==> src/hdl/ccg_pkg.sv <==
// Purpose: Constants for the current channel gain control block.
// Assumes: One system clock at 100 MHz, asynchronous active-high reset.
// Notes:   Register indices are word indices on the plain register port.
package ccg_pkg;
    // -----------------------------------------------------------------
    // Register indices
    // -----------------------------------------------------------------
    localparam logic [3:0] CCG_REG_THRESH  = 4'h0;
    localparam logic [3:0] CCG_REG_GAIN    = 4'h1;
    localparam logic [3:0] CCG_REG_CTRL    = 4'h2;
    localparam logic [3:0] CCG_REG_STATUS  = 4'h3;
    localparam logic [3:0] CCG_REG_MASK    = 4'h4;
    localparam logic [3:0] CCG_REG_OFFSET  = 4'h5;
    localparam logic [3:0] CCG_REG_CUR_RES = 4'h6;
    localparam logic [3:0] CCG_REG_VLT_RES = 4'h7;
    localparam logic [3:0] CCG_REG_TMP_RES = 4'h8;
    // -----------------------------------------------------------------
    // Field positions and reset values
    // -----------------------------------------------------------------
    localparam int CCG_CTRL_AUTO_BIT  = 0;
    localparam int CCG_CTRL_SENSE_BIT = 1;
    localparam int CCG_CTRL_AUX_BIT   = 2;
    localparam int CCG_CTRL_ETMP_BIT  = 3;
    localparam int CCG_ST_GAIN_BIT    = 0;
    localparam int CCG_ST_OPEN_BIT    = 1;
    localparam int CCG_ST_RES_BIT     = 2;
    localparam logic [7:0] CCG_THRESH_RST = 8'hf0;
    localparam logic [2:0] CCG_GAIN_RST   = 3'h0;
    localparam logic [3:0] CCG_CTRL_RST   = 4'h1;
    localparam logic [2:0] CCG_GAIN_MAX   = 3'h7;
    localparam logic [2:0] CCG_GAIN_MIN   = 3'h0;
    // Auto gain engine states.
    typedef enum logic [1:0] {
        CCG_IDLE = 2'b01,
        CCG_HOLD = 2'b10
    } ccg_state_type;
endpackage

==> src/hdl/ccg_gain_ctrl.sv <==
// Purpose: Gain control and offset buffers of the current channel, and
//          source selection of the voltage and temperature measurement channels.
// Assumes: All inputs synchronous to sys_clk_i.
// Notes:   Amplifier magnitude is a 16-bit fraction of the reference.
//
// Added by the designer: the strobed register port and the placing of the registers.
`timescale 1ns/1ps
module ccg_gain_ctrl #(
    parameter int MAG_W = 16
) (
    // Clock and reset.
    input  wire logic              sys_clk_i,
    input  wire logic              sys_rst_i,
    // Register port.
    input  wire logic [3:0]        reg_addr_i,
    input  wire logic [7:0]        reg_wdata_i,
    input  wire logic              reg_wr_i,
    input  wire logic              reg_rd_i,
    output logic      [15:0]       reg_rdata_o,
    // Analog front end.
    input  wire logic [MAG_W-1:0]  amp_mag_i,
    input  wire logic              shunt_missing_i,
    input  wire logic              conv_valid_i,
    input  wire logic [15:0]       cur_conv_i,
    input  wire logic [15:0]       vlt_conv_i,
    input  wire logic [15:0]       tmp_conv_i,
    output logic      [2:0]        active_gain_index_o,
    output logic                   shunt_sense_en_o,
    output logic                   aux_input_select_o,
    output logic                   external_temp_source_o,
    // Interrupt.
    output logic                   irq_o
);
    import ccg_pkg::*;

    logic [7:0]        gain_threshold_pair;
    logic [2:0]        active_gain_index;
    logic [3:0]        ctrl;
    logic [2:0]        status;
    logic [2:0]        mask;
    logic [7:0]        current_offset_comp [8];
    logic [15:0]       cur_res;
    logic [15:0]       vlt_res;
    logic [15:0]       tmp_res;
    ccg_state_type     state;
    logic [MAG_W+4:0]  up_lvl;
    logic [MAG_W+4:0]  dn_lvl;
    logic [MAG_W+4:0]  mag_x16;
    logic              hit_up;
    logic              hit_dn;
    logic              auto_step;
    logic [2:0]        next_gain;
    logic [2:0]        ev;
    logic              auto_gain_enable;

    assign auto_gain_enable = ctrl[CCG_CTRL_AUTO_BIT];

    // ---------------------------------------------------------------
    // Threshold decode
    // ---------------------------------------------------------------
    // Scale magnitude by 16 so thresholds compare as whole sixteenths.
    // An extra top bit keeps the full-reference level from wrapping to zero.
    assign mag_x16 = {1'b0, amp_mag_i, 4'h0};
    // Upper code n is (n+1)/16 of full scale.
    assign up_lvl = ({1'b0, gain_threshold_pair[7:4]} + 5'h01)
                    * (MAG_W+5)'(1 << MAG_W);
    // Lower code n is n/16 of full scale.
    assign dn_lvl = (MAG_W+5)'(gain_threshold_pair[3:0])
                    * (MAG_W+5)'(1 << MAG_W);
    assign hit_up = mag_x16 >= up_lvl;
    assign hit_dn = mag_x16 <= dn_lvl;

    // Step one notch per decision, clamped at both ends.
    always_comb begin
        next_gain = active_gain_index;
        auto_step = 1'b0;
        if (auto_gain_enable && state == CCG_IDLE) begin
            if (hit_up && active_gain_index != CCG_GAIN_MIN) begin
                next_gain = active_gain_index - 3'h1;
                auto_step = 1'b1;
            end else if (hit_dn && !hit_up
                         && active_gain_index != CCG_GAIN_MAX) begin
                next_gain = active_gain_index + 3'h1;
                auto_step = 1'b1;
            end
        end
    end

    // ---------------------------------------------------------------
    // Gain engine
    // ---------------------------------------------------------------
    // One settle cycle after each step lets the amplifier output update.
    always_ff @(posedge sys_clk_i or posedge sys_rst_i) begin
        if (sys_rst_i) begin
            state <= CCG_IDLE;
        end else begin
            case (state)
                CCG_IDLE: state <= auto_step ? CCG_HOLD : CCG_IDLE;
                CCG_HOLD: state <= CCG_IDLE;
                default:  state <= CCG_IDLE;
            endcase
        end
    end

    // Active gain: automatic step, or manual write while auto is off.
    always_ff @(posedge sys_clk_i or posedge sys_rst_i) begin
        if (sys_rst_i) begin
            active_gain_index <= CCG_GAIN_RST;
        end else if (auto_step) begin
            active_gain_index <= next_gain;
        end else if (reg_wr_i && reg_addr_i == CCG_REG_GAIN
                     && !auto_gain_enable) begin
            active_gain_index <= reg_wdata_i[2:0];
        end
    end
    assign active_gain_index_o = active_gain_index;

    // ---------------------------------------------------------------
    // Software registers
    // ---------------------------------------------------------------
    // Threshold pair, control bits and interrupt mask.
    always_ff @(posedge sys_clk_i or posedge sys_rst_i) begin
        if (sys_rst_i) begin
            gain_threshold_pair <= CCG_THRESH_RST;
            ctrl                <= CCG_CTRL_RST;
            mask                <= 3'h0;
        end else if (reg_wr_i) begin
            case (reg_addr_i)
                CCG_REG_THRESH: gain_threshold_pair <= reg_wdata_i;
                CCG_REG_CTRL:   ctrl <= reg_wdata_i[3:0];
                CCG_REG_MASK:   mask <= reg_wdata_i[2:0];
                default:        ctrl <= ctrl;
            endcase
        end
    end
    assign shunt_sense_en_o       = ctrl[CCG_CTRL_SENSE_BIT];
    assign aux_input_select_o     = ctrl[CCG_CTRL_AUX_BIT];
    assign external_temp_source_o = ctrl[CCG_CTRL_ETMP_BIT];

    // Offset buffers, one per gain, reached through a single address.
    genvar gi;
    generate
        for (gi = 0; gi < 8; gi++) begin : g_off
            always_ff @(posedge sys_clk_i or posedge sys_rst_i) begin
                if (sys_rst_i) begin
                    current_offset_comp[gi] <= 8'h00;
                end else if (reg_wr_i && reg_addr_i == CCG_REG_OFFSET
                             && active_gain_index == 3'(gi)) begin
                    current_offset_comp[gi] <= reg_wdata_i;
                end
            end
        end
    endgenerate

    // ---------------------------------------------------------------
    // Results
    // ---------------------------------------------------------------
    // All three channels latch on the same strobe; the voltage register holds
    // whichever source is selected, temperature likewise.
    always_ff @(posedge sys_clk_i or posedge sys_rst_i) begin
        if (sys_rst_i) begin
            cur_res <= 16'h0000;
            vlt_res <= 16'h0000;
            tmp_res <= 16'h0000;
        end else if (conv_valid_i) begin
            cur_res <= cur_conv_i;
            vlt_res <= vlt_conv_i;
            tmp_res <= tmp_conv_i;
        end
    end

    // ---------------------------------------------------------------
    // Status and interrupt
    // ---------------------------------------------------------------
    assign ev[CCG_ST_GAIN_BIT] = auto_step;
    assign ev[CCG_ST_OPEN_BIT] = shunt_missing_i
                                 && ctrl[CCG_CTRL_SENSE_BIT];
    assign ev[CCG_ST_RES_BIT]  = conv_valid_i;

    // Sticky bits; a new event wins over a write-one clear.
    always_ff @(posedge sys_clk_i or posedge sys_rst_i) begin
        if (sys_rst_i) begin
            status <= 3'h0;
        end else if (reg_wr_i && reg_addr_i == CCG_REG_STATUS) begin
            status <= (status & ~reg_wdata_i[2:0]) | ev;
        end else begin
            status <= status | ev;
        end
    end
    assign irq_o = |(status & mask);

    // Read data stands in the cycle after the strobe.
    always_ff @(posedge sys_clk_i or posedge sys_rst_i) begin
        if (sys_rst_i) begin
            reg_rdata_o <= 16'h0000;
        end else if (reg_rd_i) begin
            case (reg_addr_i)
                CCG_REG_THRESH:  reg_rdata_o <= {8'h00, gain_threshold_pair};
                CCG_REG_GAIN:    reg_rdata_o <= {13'h0, active_gain_index};
                CCG_REG_CTRL:    reg_rdata_o <= {12'h000, ctrl};
                CCG_REG_STATUS:  reg_rdata_o <= {13'h0, status};
                CCG_REG_MASK:    reg_rdata_o <= {13'h0, mask};
                CCG_REG_OFFSET:  reg_rdata_o <= {8'h00,
                    current_offset_comp[active_gain_index]};
                CCG_REG_CUR_RES: reg_rdata_o <= cur_res;
                CCG_REG_VLT_RES: reg_rdata_o <= vlt_res;
                CCG_REG_TMP_RES: reg_rdata_o <= tmp_res;
                default:         reg_rdata_o <= 16'h0000;
            endcase
        end else begin
            reg_rdata_o <= 16'h0000;
        end
    end

    // ---------------------------------------------------------------
    // Checks
    // ---------------------------------------------------------------
    property p_step_one;
        @(posedge sys_clk_i) disable iff (sys_rst_i)
        auto_step |=> (active_gain_index == $past(next_gain));
    endproperty
    a_step_one: assert property (p_step_one)
        else $error("gain did not take one step");

    property p_up_down;
        @(posedge sys_clk_i) disable iff (sys_rst_i)
        (auto_step && hit_up) |=>
            (active_gain_index + 3'h1 == $past(active_gain_index));
    endproperty
    a_up_down: assert property (p_up_down)
        else $error("upper threshold did not lower gain");

    property p_no_auto;
        @(posedge sys_clk_i) disable iff (sys_rst_i)
        (!auto_gain_enable && !(reg_wr_i && reg_addr_i == CCG_REG_GAIN))
            |=> $stable(active_gain_index);
    endproperty
    a_no_auto: assert property (p_no_auto)
        else $error("gain moved with auto gain off");

    property p_manual;
        @(posedge sys_clk_i) disable iff (sys_rst_i)
        (!auto_gain_enable && reg_wr_i && reg_addr_i == CCG_REG_GAIN)
            |=> active_gain_index == $past(reg_wdata_i[2:0]);
    endproperty
    a_manual: assert property (p_manual)
        else $error("manual gain not applied");

    property p_flag;
        @(posedge sys_clk_i) disable iff (sys_rst_i)
        auto_step |=> status[CCG_ST_GAIN_BIT];
    endproperty
    a_flag: assert property (p_flag)
        else $error("gain changed flag not set");

    property p_read_gain;
        @(posedge sys_clk_i) disable iff (sys_rst_i)
        (reg_rd_i && reg_addr_i == CCG_REG_GAIN) |=>
            reg_rdata_o[2:0] == $past(active_gain_index);
    endproperty
    a_read_gain: assert property (p_read_gain)
        else $error("gain readback wrong");

    property p_open;
        @(posedge sys_clk_i) disable iff (sys_rst_i)
        !ctrl[CCG_CTRL_SENSE_BIT] |-> !ev[CCG_ST_OPEN_BIT];
    endproperty
    a_open: assert property (p_open)
        else $error("open reported with sensing off");

    property p_sense;
        @(posedge sys_clk_i) disable iff (sys_rst_i)
        shunt_sense_en_o == ctrl[CCG_CTRL_SENSE_BIT];
    endproperty
    a_sense: assert property (p_sense)
        else $error("sense enable mismatch");

    property p_sync;
        @(posedge sys_clk_i) disable iff (sys_rst_i)
        conv_valid_i |=> (cur_res == $past(cur_conv_i))
                      && (vlt_res == $past(vlt_conv_i));
    endproperty
    a_sync: assert property (p_sync)
        else $error("channels not latched together");

    property p_step_up;
        @(posedge sys_clk_i) disable iff (sys_rst_i)
        (auto_step && !hit_up) |=>
            (active_gain_index == $past(active_gain_index) + 3'h1);
    endproperty
    a_step_up: assert property (p_step_up)
        else $error("lower threshold did not raise gain");

    property p_sat_low;
        @(posedge sys_clk_i) disable iff (sys_rst_i)
        (active_gain_index == CCG_GAIN_MIN && hit_up) |-> !auto_step;
    endproperty
    a_sat_low: assert property (p_sat_low)
        else $error("gain stepped below the lowest setting");

    property p_sat_high;
        @(posedge sys_clk_i) disable iff (sys_rst_i)
        (active_gain_index == CCG_GAIN_MAX && !hit_up) |-> !auto_step;
    endproperty
    a_sat_high: assert property (p_sat_high)
        else $error("gain stepped above the highest setting");

    property p_hold;
        @(posedge sys_clk_i) disable iff (sys_rst_i)
        (state == CCG_HOLD) |-> !auto_step;
    endproperty
    a_hold: assert property (p_hold)
        else $error("gain stepped during the settle cycle");

    property p_thr_top;
        @(posedge sys_clk_i) disable iff (sys_rst_i)
        (gain_threshold_pair[7:4] == 4'hf) |-> !hit_up;
    endproperty
    a_thr_top: assert property (p_thr_top)
        else $error("full reference threshold reached below full scale");

    property p_thr_bot;
        @(posedge sys_clk_i) disable iff (sys_rst_i)
        (gain_threshold_pair[3:0] == 4'h0 && amp_mag_i != '0) |-> !hit_dn;
    endproperty
    a_thr_bot: assert property (p_thr_bot)
        else $error("zero lower threshold reached above zero");

    property p_step_on_up;
        @(posedge sys_clk_i) disable iff (sys_rst_i)
        (auto_gain_enable && state == CCG_IDLE && hit_up
         && active_gain_index != CCG_GAIN_MIN) |-> auto_step;
    endproperty
    a_step_on_up: assert property (p_step_on_up)
        else $error("upper threshold reached without a step");

    property p_step_on_dn;
        @(posedge sys_clk_i) disable iff (sys_rst_i)
        (auto_gain_enable && state == CCG_IDLE && hit_dn && !hit_up
         && active_gain_index != CCG_GAIN_MAX) |-> auto_step;
    endproperty
    a_step_on_dn: assert property (p_step_on_dn)
        else $error("lower threshold reached without a step");

    property p_write_refused;
        @(posedge sys_clk_i) disable iff (sys_rst_i)
        (auto_gain_enable && reg_wr_i && reg_addr_i == CCG_REG_GAIN
         && !auto_step) |=> $stable(active_gain_index);
    endproperty
    a_write_refused: assert property (p_write_refused)
        else $error("gain write taken with auto gain on");

    property p_flag_sticky;
        @(posedge sys_clk_i) disable iff (sys_rst_i)
        (status[CCG_ST_GAIN_BIT] && !(reg_wr_i && reg_addr_i == CCG_REG_STATUS
         && reg_wdata_i[CCG_ST_GAIN_BIT])) |=> status[CCG_ST_GAIN_BIT];
    endproperty
    a_flag_sticky: assert property (p_flag_sticky)
        else $error("gain changed flag lost without a clear");

    property p_rd_zero;
        @(posedge sys_clk_i) disable iff (sys_rst_i)
        !reg_rd_i |=> (reg_rdata_o == 16'h0000);
    endproperty
    a_rd_zero: assert property (p_rd_zero)
        else $error("read data stood without a read");

    property p_off_read;
        @(posedge sys_clk_i) disable iff (sys_rst_i)
        (reg_rd_i && reg_addr_i == CCG_REG_OFFSET) |=>
            (reg_rdata_o[7:0] == $past(current_offset_comp[active_gain_index]));
    endproperty
    a_off_read: assert property (p_off_read)
        else $error("offset read from the wrong buffer");
endmodule

==> config.mk <==
export PLATFORM = sky130hd
export DESIGN_NAME = ccg_gain_ctrl
export DESIGN_NICKNAME = d
export VERILOG_FILES = /design/src/hdl/ccg_pkg.sv /design/src/hdl/ccg_gain_ctrl.sv
export SDC_FILE = /design/constraint.sdc
export NUM_CORES = 1
export LEC_CHECK = 0
export ABC_AREA = 1
export BUFFER_PORTS_ARGS = -buffer_cell sky130_fd_sc_hd__clkbuf_2
export CORE_UTILIZATION = 40
export CTS_BUF_LIST = sky130_fd_sc_hd__clkbuf_4
export DETAILED_ROUTE_END_ITERATION = 10
export PLACE_DENSITY = 0.68
export REMOVE_ABC_BUFFERS = 1
export SYNTH_ARGS = -nofsm -noshare
export SYNTH_HDL_FRONTEND = slang
export SYNTH_SLANG_ARGS = --single-unit
export TNS_END_PERCENT = 30
==> constraint.sdc <==
create_clock -name sys_clk_i -period 7.2 [get_ports sys_clk_i]
set_input_delay 1.44 -clock sys_clk_i [delete_from_list [all_inputs] [get_ports sys_clk_i]]
set_output_delay 1.44 -clock sys_clk_i [all_outputs]
set_load 0.01 [all_outputs]
==> impl_metrics.py <==
metrics = {
    "grt": {
        "grt_overflow": 0,
        "grtUsageTotal_pct": 21.2,
        "first_global_vias": 5613,
        "antenna_found_initial": 0,
        "grt_pass1_wl_um": 29200,
        "grt_max_degree": 91,
    },
    "timing": {
        "finalSetupViolations": 0,
        "slew_violations": 0,
        "rsz0062_at_grt": "no",
        "skew_ns": 0.0212,
        "fmax_mhz": 333,
        "tightest_slew_ns": 0.934,
        "maxSlewHeadroom_pct": 37.7,
        "finalCriticalPeriod_ns": 3.00,
        "timing.final.ws_setup_ns": 4.20,
        "fin_setup_tns_ns": 0,
        "timing.final.hold_violations": 0,
        "hold_slack_ns": 0.493,
        "min_period_over_period_pct": 41.7,
    },
    "synth": {
        "avgSynthCellArea_um2": 8.37,
        "synth-simple-area-share_pct": 17.9,
        "async_reset_ff_share_pct": 100,
        "synth-seq-cells": 151,
        "synth_top_cell_by_area": "dfrtp_1",
        "yosysSeqAreaShare_pct": 54.5,
        "synth_edf_count": 0,
        "synth_top_family_by_area": "simple AND/OR/NAND/NOR gates",
        "synth_top_area_share_pct": 52.2,
        "synth_area_um2": 6950,
        "synth_mux_area_share_pct": 0,
        "synth_area_leaders": "dfrtp_1, o21ai_0, nand2_1, inv_1, nor2_1",
        "synth_xor_area_share_pct": 0.378,
        "synthAdderAreaFrac_pct": 2.88,
        "yosys_warnings": 0,
        "syn_inst": 830,
        "synthFlopType": "dfrtp_1",
        "synth_compound_area_share_pct": 17.0,
        "synth.distinct_cells": 23,
    },
    "finish": {
        "final_cells": 1154,
        "drive_above_1_share_pct": 16.0,
        "area_growth_syn_to_layout_pct": 13.9,
        "final_core_util_pct": 47.2,
        "fin_nets": 1019,
        "design_area_um2": 7910,
        "antenna_cells": 0,
        "num-fill-cells": 1649,
    },
    "worst_setup_path": {
        "cpPeakStageDelay_ns": 0.55,
        "critPathLaunchType": "flip-flop",
        "cpMaxStageDelayCell": "dfrtp_1",
        "arrival_ns": 1.56,
        "path_class": "reg2out",
        "crit_path_cell_trace": "buf_4 > clkbuf_2",
        "end_kind": "primary output",
        "critical_path_peak_fanout": 12,
        "critPathRequiredTime_ns": 5.76,
    },
    "clocking": {
        "clk_pin_slew_ns": 0.13,
        "cts_tree": "done",
        "root_buffer": "clkbuf_4",
        "postCtsHoldBufs": 0,
        "clock_latency_ns": 0.58,
        "clock_sinks": 151,
        "cts_setup_buffers": 0,
        "htreeDepth": 4,
        "cts_buffers": 17,
        "clockBufferDepth": 2,
        "ctsResizeCount": 0,
    },
    "floorplan": {
        "die_area_um2": 17900,
        "io_pins": 105,
        "die_y_um": 134,
        "row_count": 47,
        "core_um2": 16800,
        "start_util_pct": 41.5,
        "die_w_um": 134,
    },
    "route": {
        "drt_iter0_drc": 491,
        "ant_nets": 0,
        "routed_wl_um": 18200,
        "route.detailed.drc": 0,
        "vias": 5983,
        "first_pass_iters": 6,
        "wl_per_cell_um": 15.7,
        "viasPerCell": 5.18,
    },
    "placement": {
        "dpl.hpwl_um": 12300,
        "dpl.cell_count": 1122,
        "place_area_um2": 7640,
        "routabilityCongestion": 0.840,
        "port-buffer-count": 104,
        "post-place-ws_ns": 3.89,
    },
    "power_and_ir_drop": {
        "peakVddDrop_mv": 0.115,
        "cellPowerDensity_nw_per_um2": 291,
        "finalPower_mw": 2.30,
        "cellLeakagePower_nw": 4.02,
    },
    "hold_path": {
        "hold_path.class": "reg2reg",
    },
    "outcome": {
        "status": "complete, no violations",
    },
    "run": {
        "maxCapViolations": 0,
    },
}
Yosys cell counts, drive strengths merged (9+ instances only):
library cell	count
inv	93
dfrtp	145
ha	16
o221ai	16
o22ai	13
a21oi	10
nor2	61
clkbuf	30
nand3	28
o21ai	165
nand2	217
buf	9
placed cells by master (no fill, tap or decap), types with 10 or more instances in the layout:
cell type and count:
a21oi_1 10, o22ai_1 13, nand2_1 217, clkbuf_4 19
ha_1 16, nand3_1 28, inv_1 92, o21ai_0 165
clkbuf_2 104, o221ai_1 16, dfrtp_1 145, nor2_1 61
layer usage:
metal  up-vias  GRT usage (%)  part of all wire, %
li1       2897              -                    -
met1      2841           28.6                   45
met2       204           33.8                   47
met3        41           4.46                  6.2
met4         0           7.39                  2.1
met5         -              0                    0
critical path: cells and delay by family (launching register included):
family,cells,cell delay (ns)
flip-flops,1,0.55
buffers and inverters,2,0.43
registers in the layout, indices dropped and copies added, names as in the netlist:
name,count
current_offset_comp,64
cur_res,16
reg_rdata_o,16
tmp_res,16
vlt_res,16
gain_threshold_pair,8
ctrl,4
active_gain_index_o,3
mask,3
status,3
state,2
cell type report:
cell class              count  area [µm²]  area share (%)
flip-flops and latches    151        3790            47.8
multi-input cells         547        2650            33.5
repair buffers            111         573            7.24
inverters                  93         354            4.48
well taps                 220         275            3.48
clock buffers              19         143            1.80
clock inverters            13         131            1.66
report_power, final:
| part | internal, mW | switching, mW | total, mW |
|---|---|---|---|
| Clock | 0.211 | 0.316 | 0.527 |
| Sequential | 1.01 | 0.0943 | 1.10 |
| Combinational | 0.237 | 0.433 | 0.669 |
| Total | 1.46 | 0.843 | 2.30 |
worst paths after layout:
kind | from | endpoint | slack, ns | depth (start not counted)
max in group asynchronous | sys_rst_i | current_offset_comp[4] | 4.82 | 3
min in group asynchronous | sys_rst_i | vlt_res[15] | 0.97 | 2
setup / recovery | active_gain_index_o[2] | active_gain_index_o[2] | 4.20 | 2
hold / removal | current_offset_comp[27] | current_offset_comp[27] | 0.49 | 2
setup reg to reg | active_gain_index_o[0] | current_offset_comp[60] | 4.47 | 6
hold reg to reg | current_offset_comp[27] | current_offset_comp[27] | 0.49 | 2
logic make-up (layout without fill, tap and decap cells):
family / count (synthesis) / count (layout)
simple gates: 314 / 314
xor+xnor: 3 / 3
flops: 151 / 151
fa+ha+maj: 16 / 16
buf+inv: 132 / 236
compound gates: 214 / 214
Note: power is estimated with default switching activity, not from simulation.
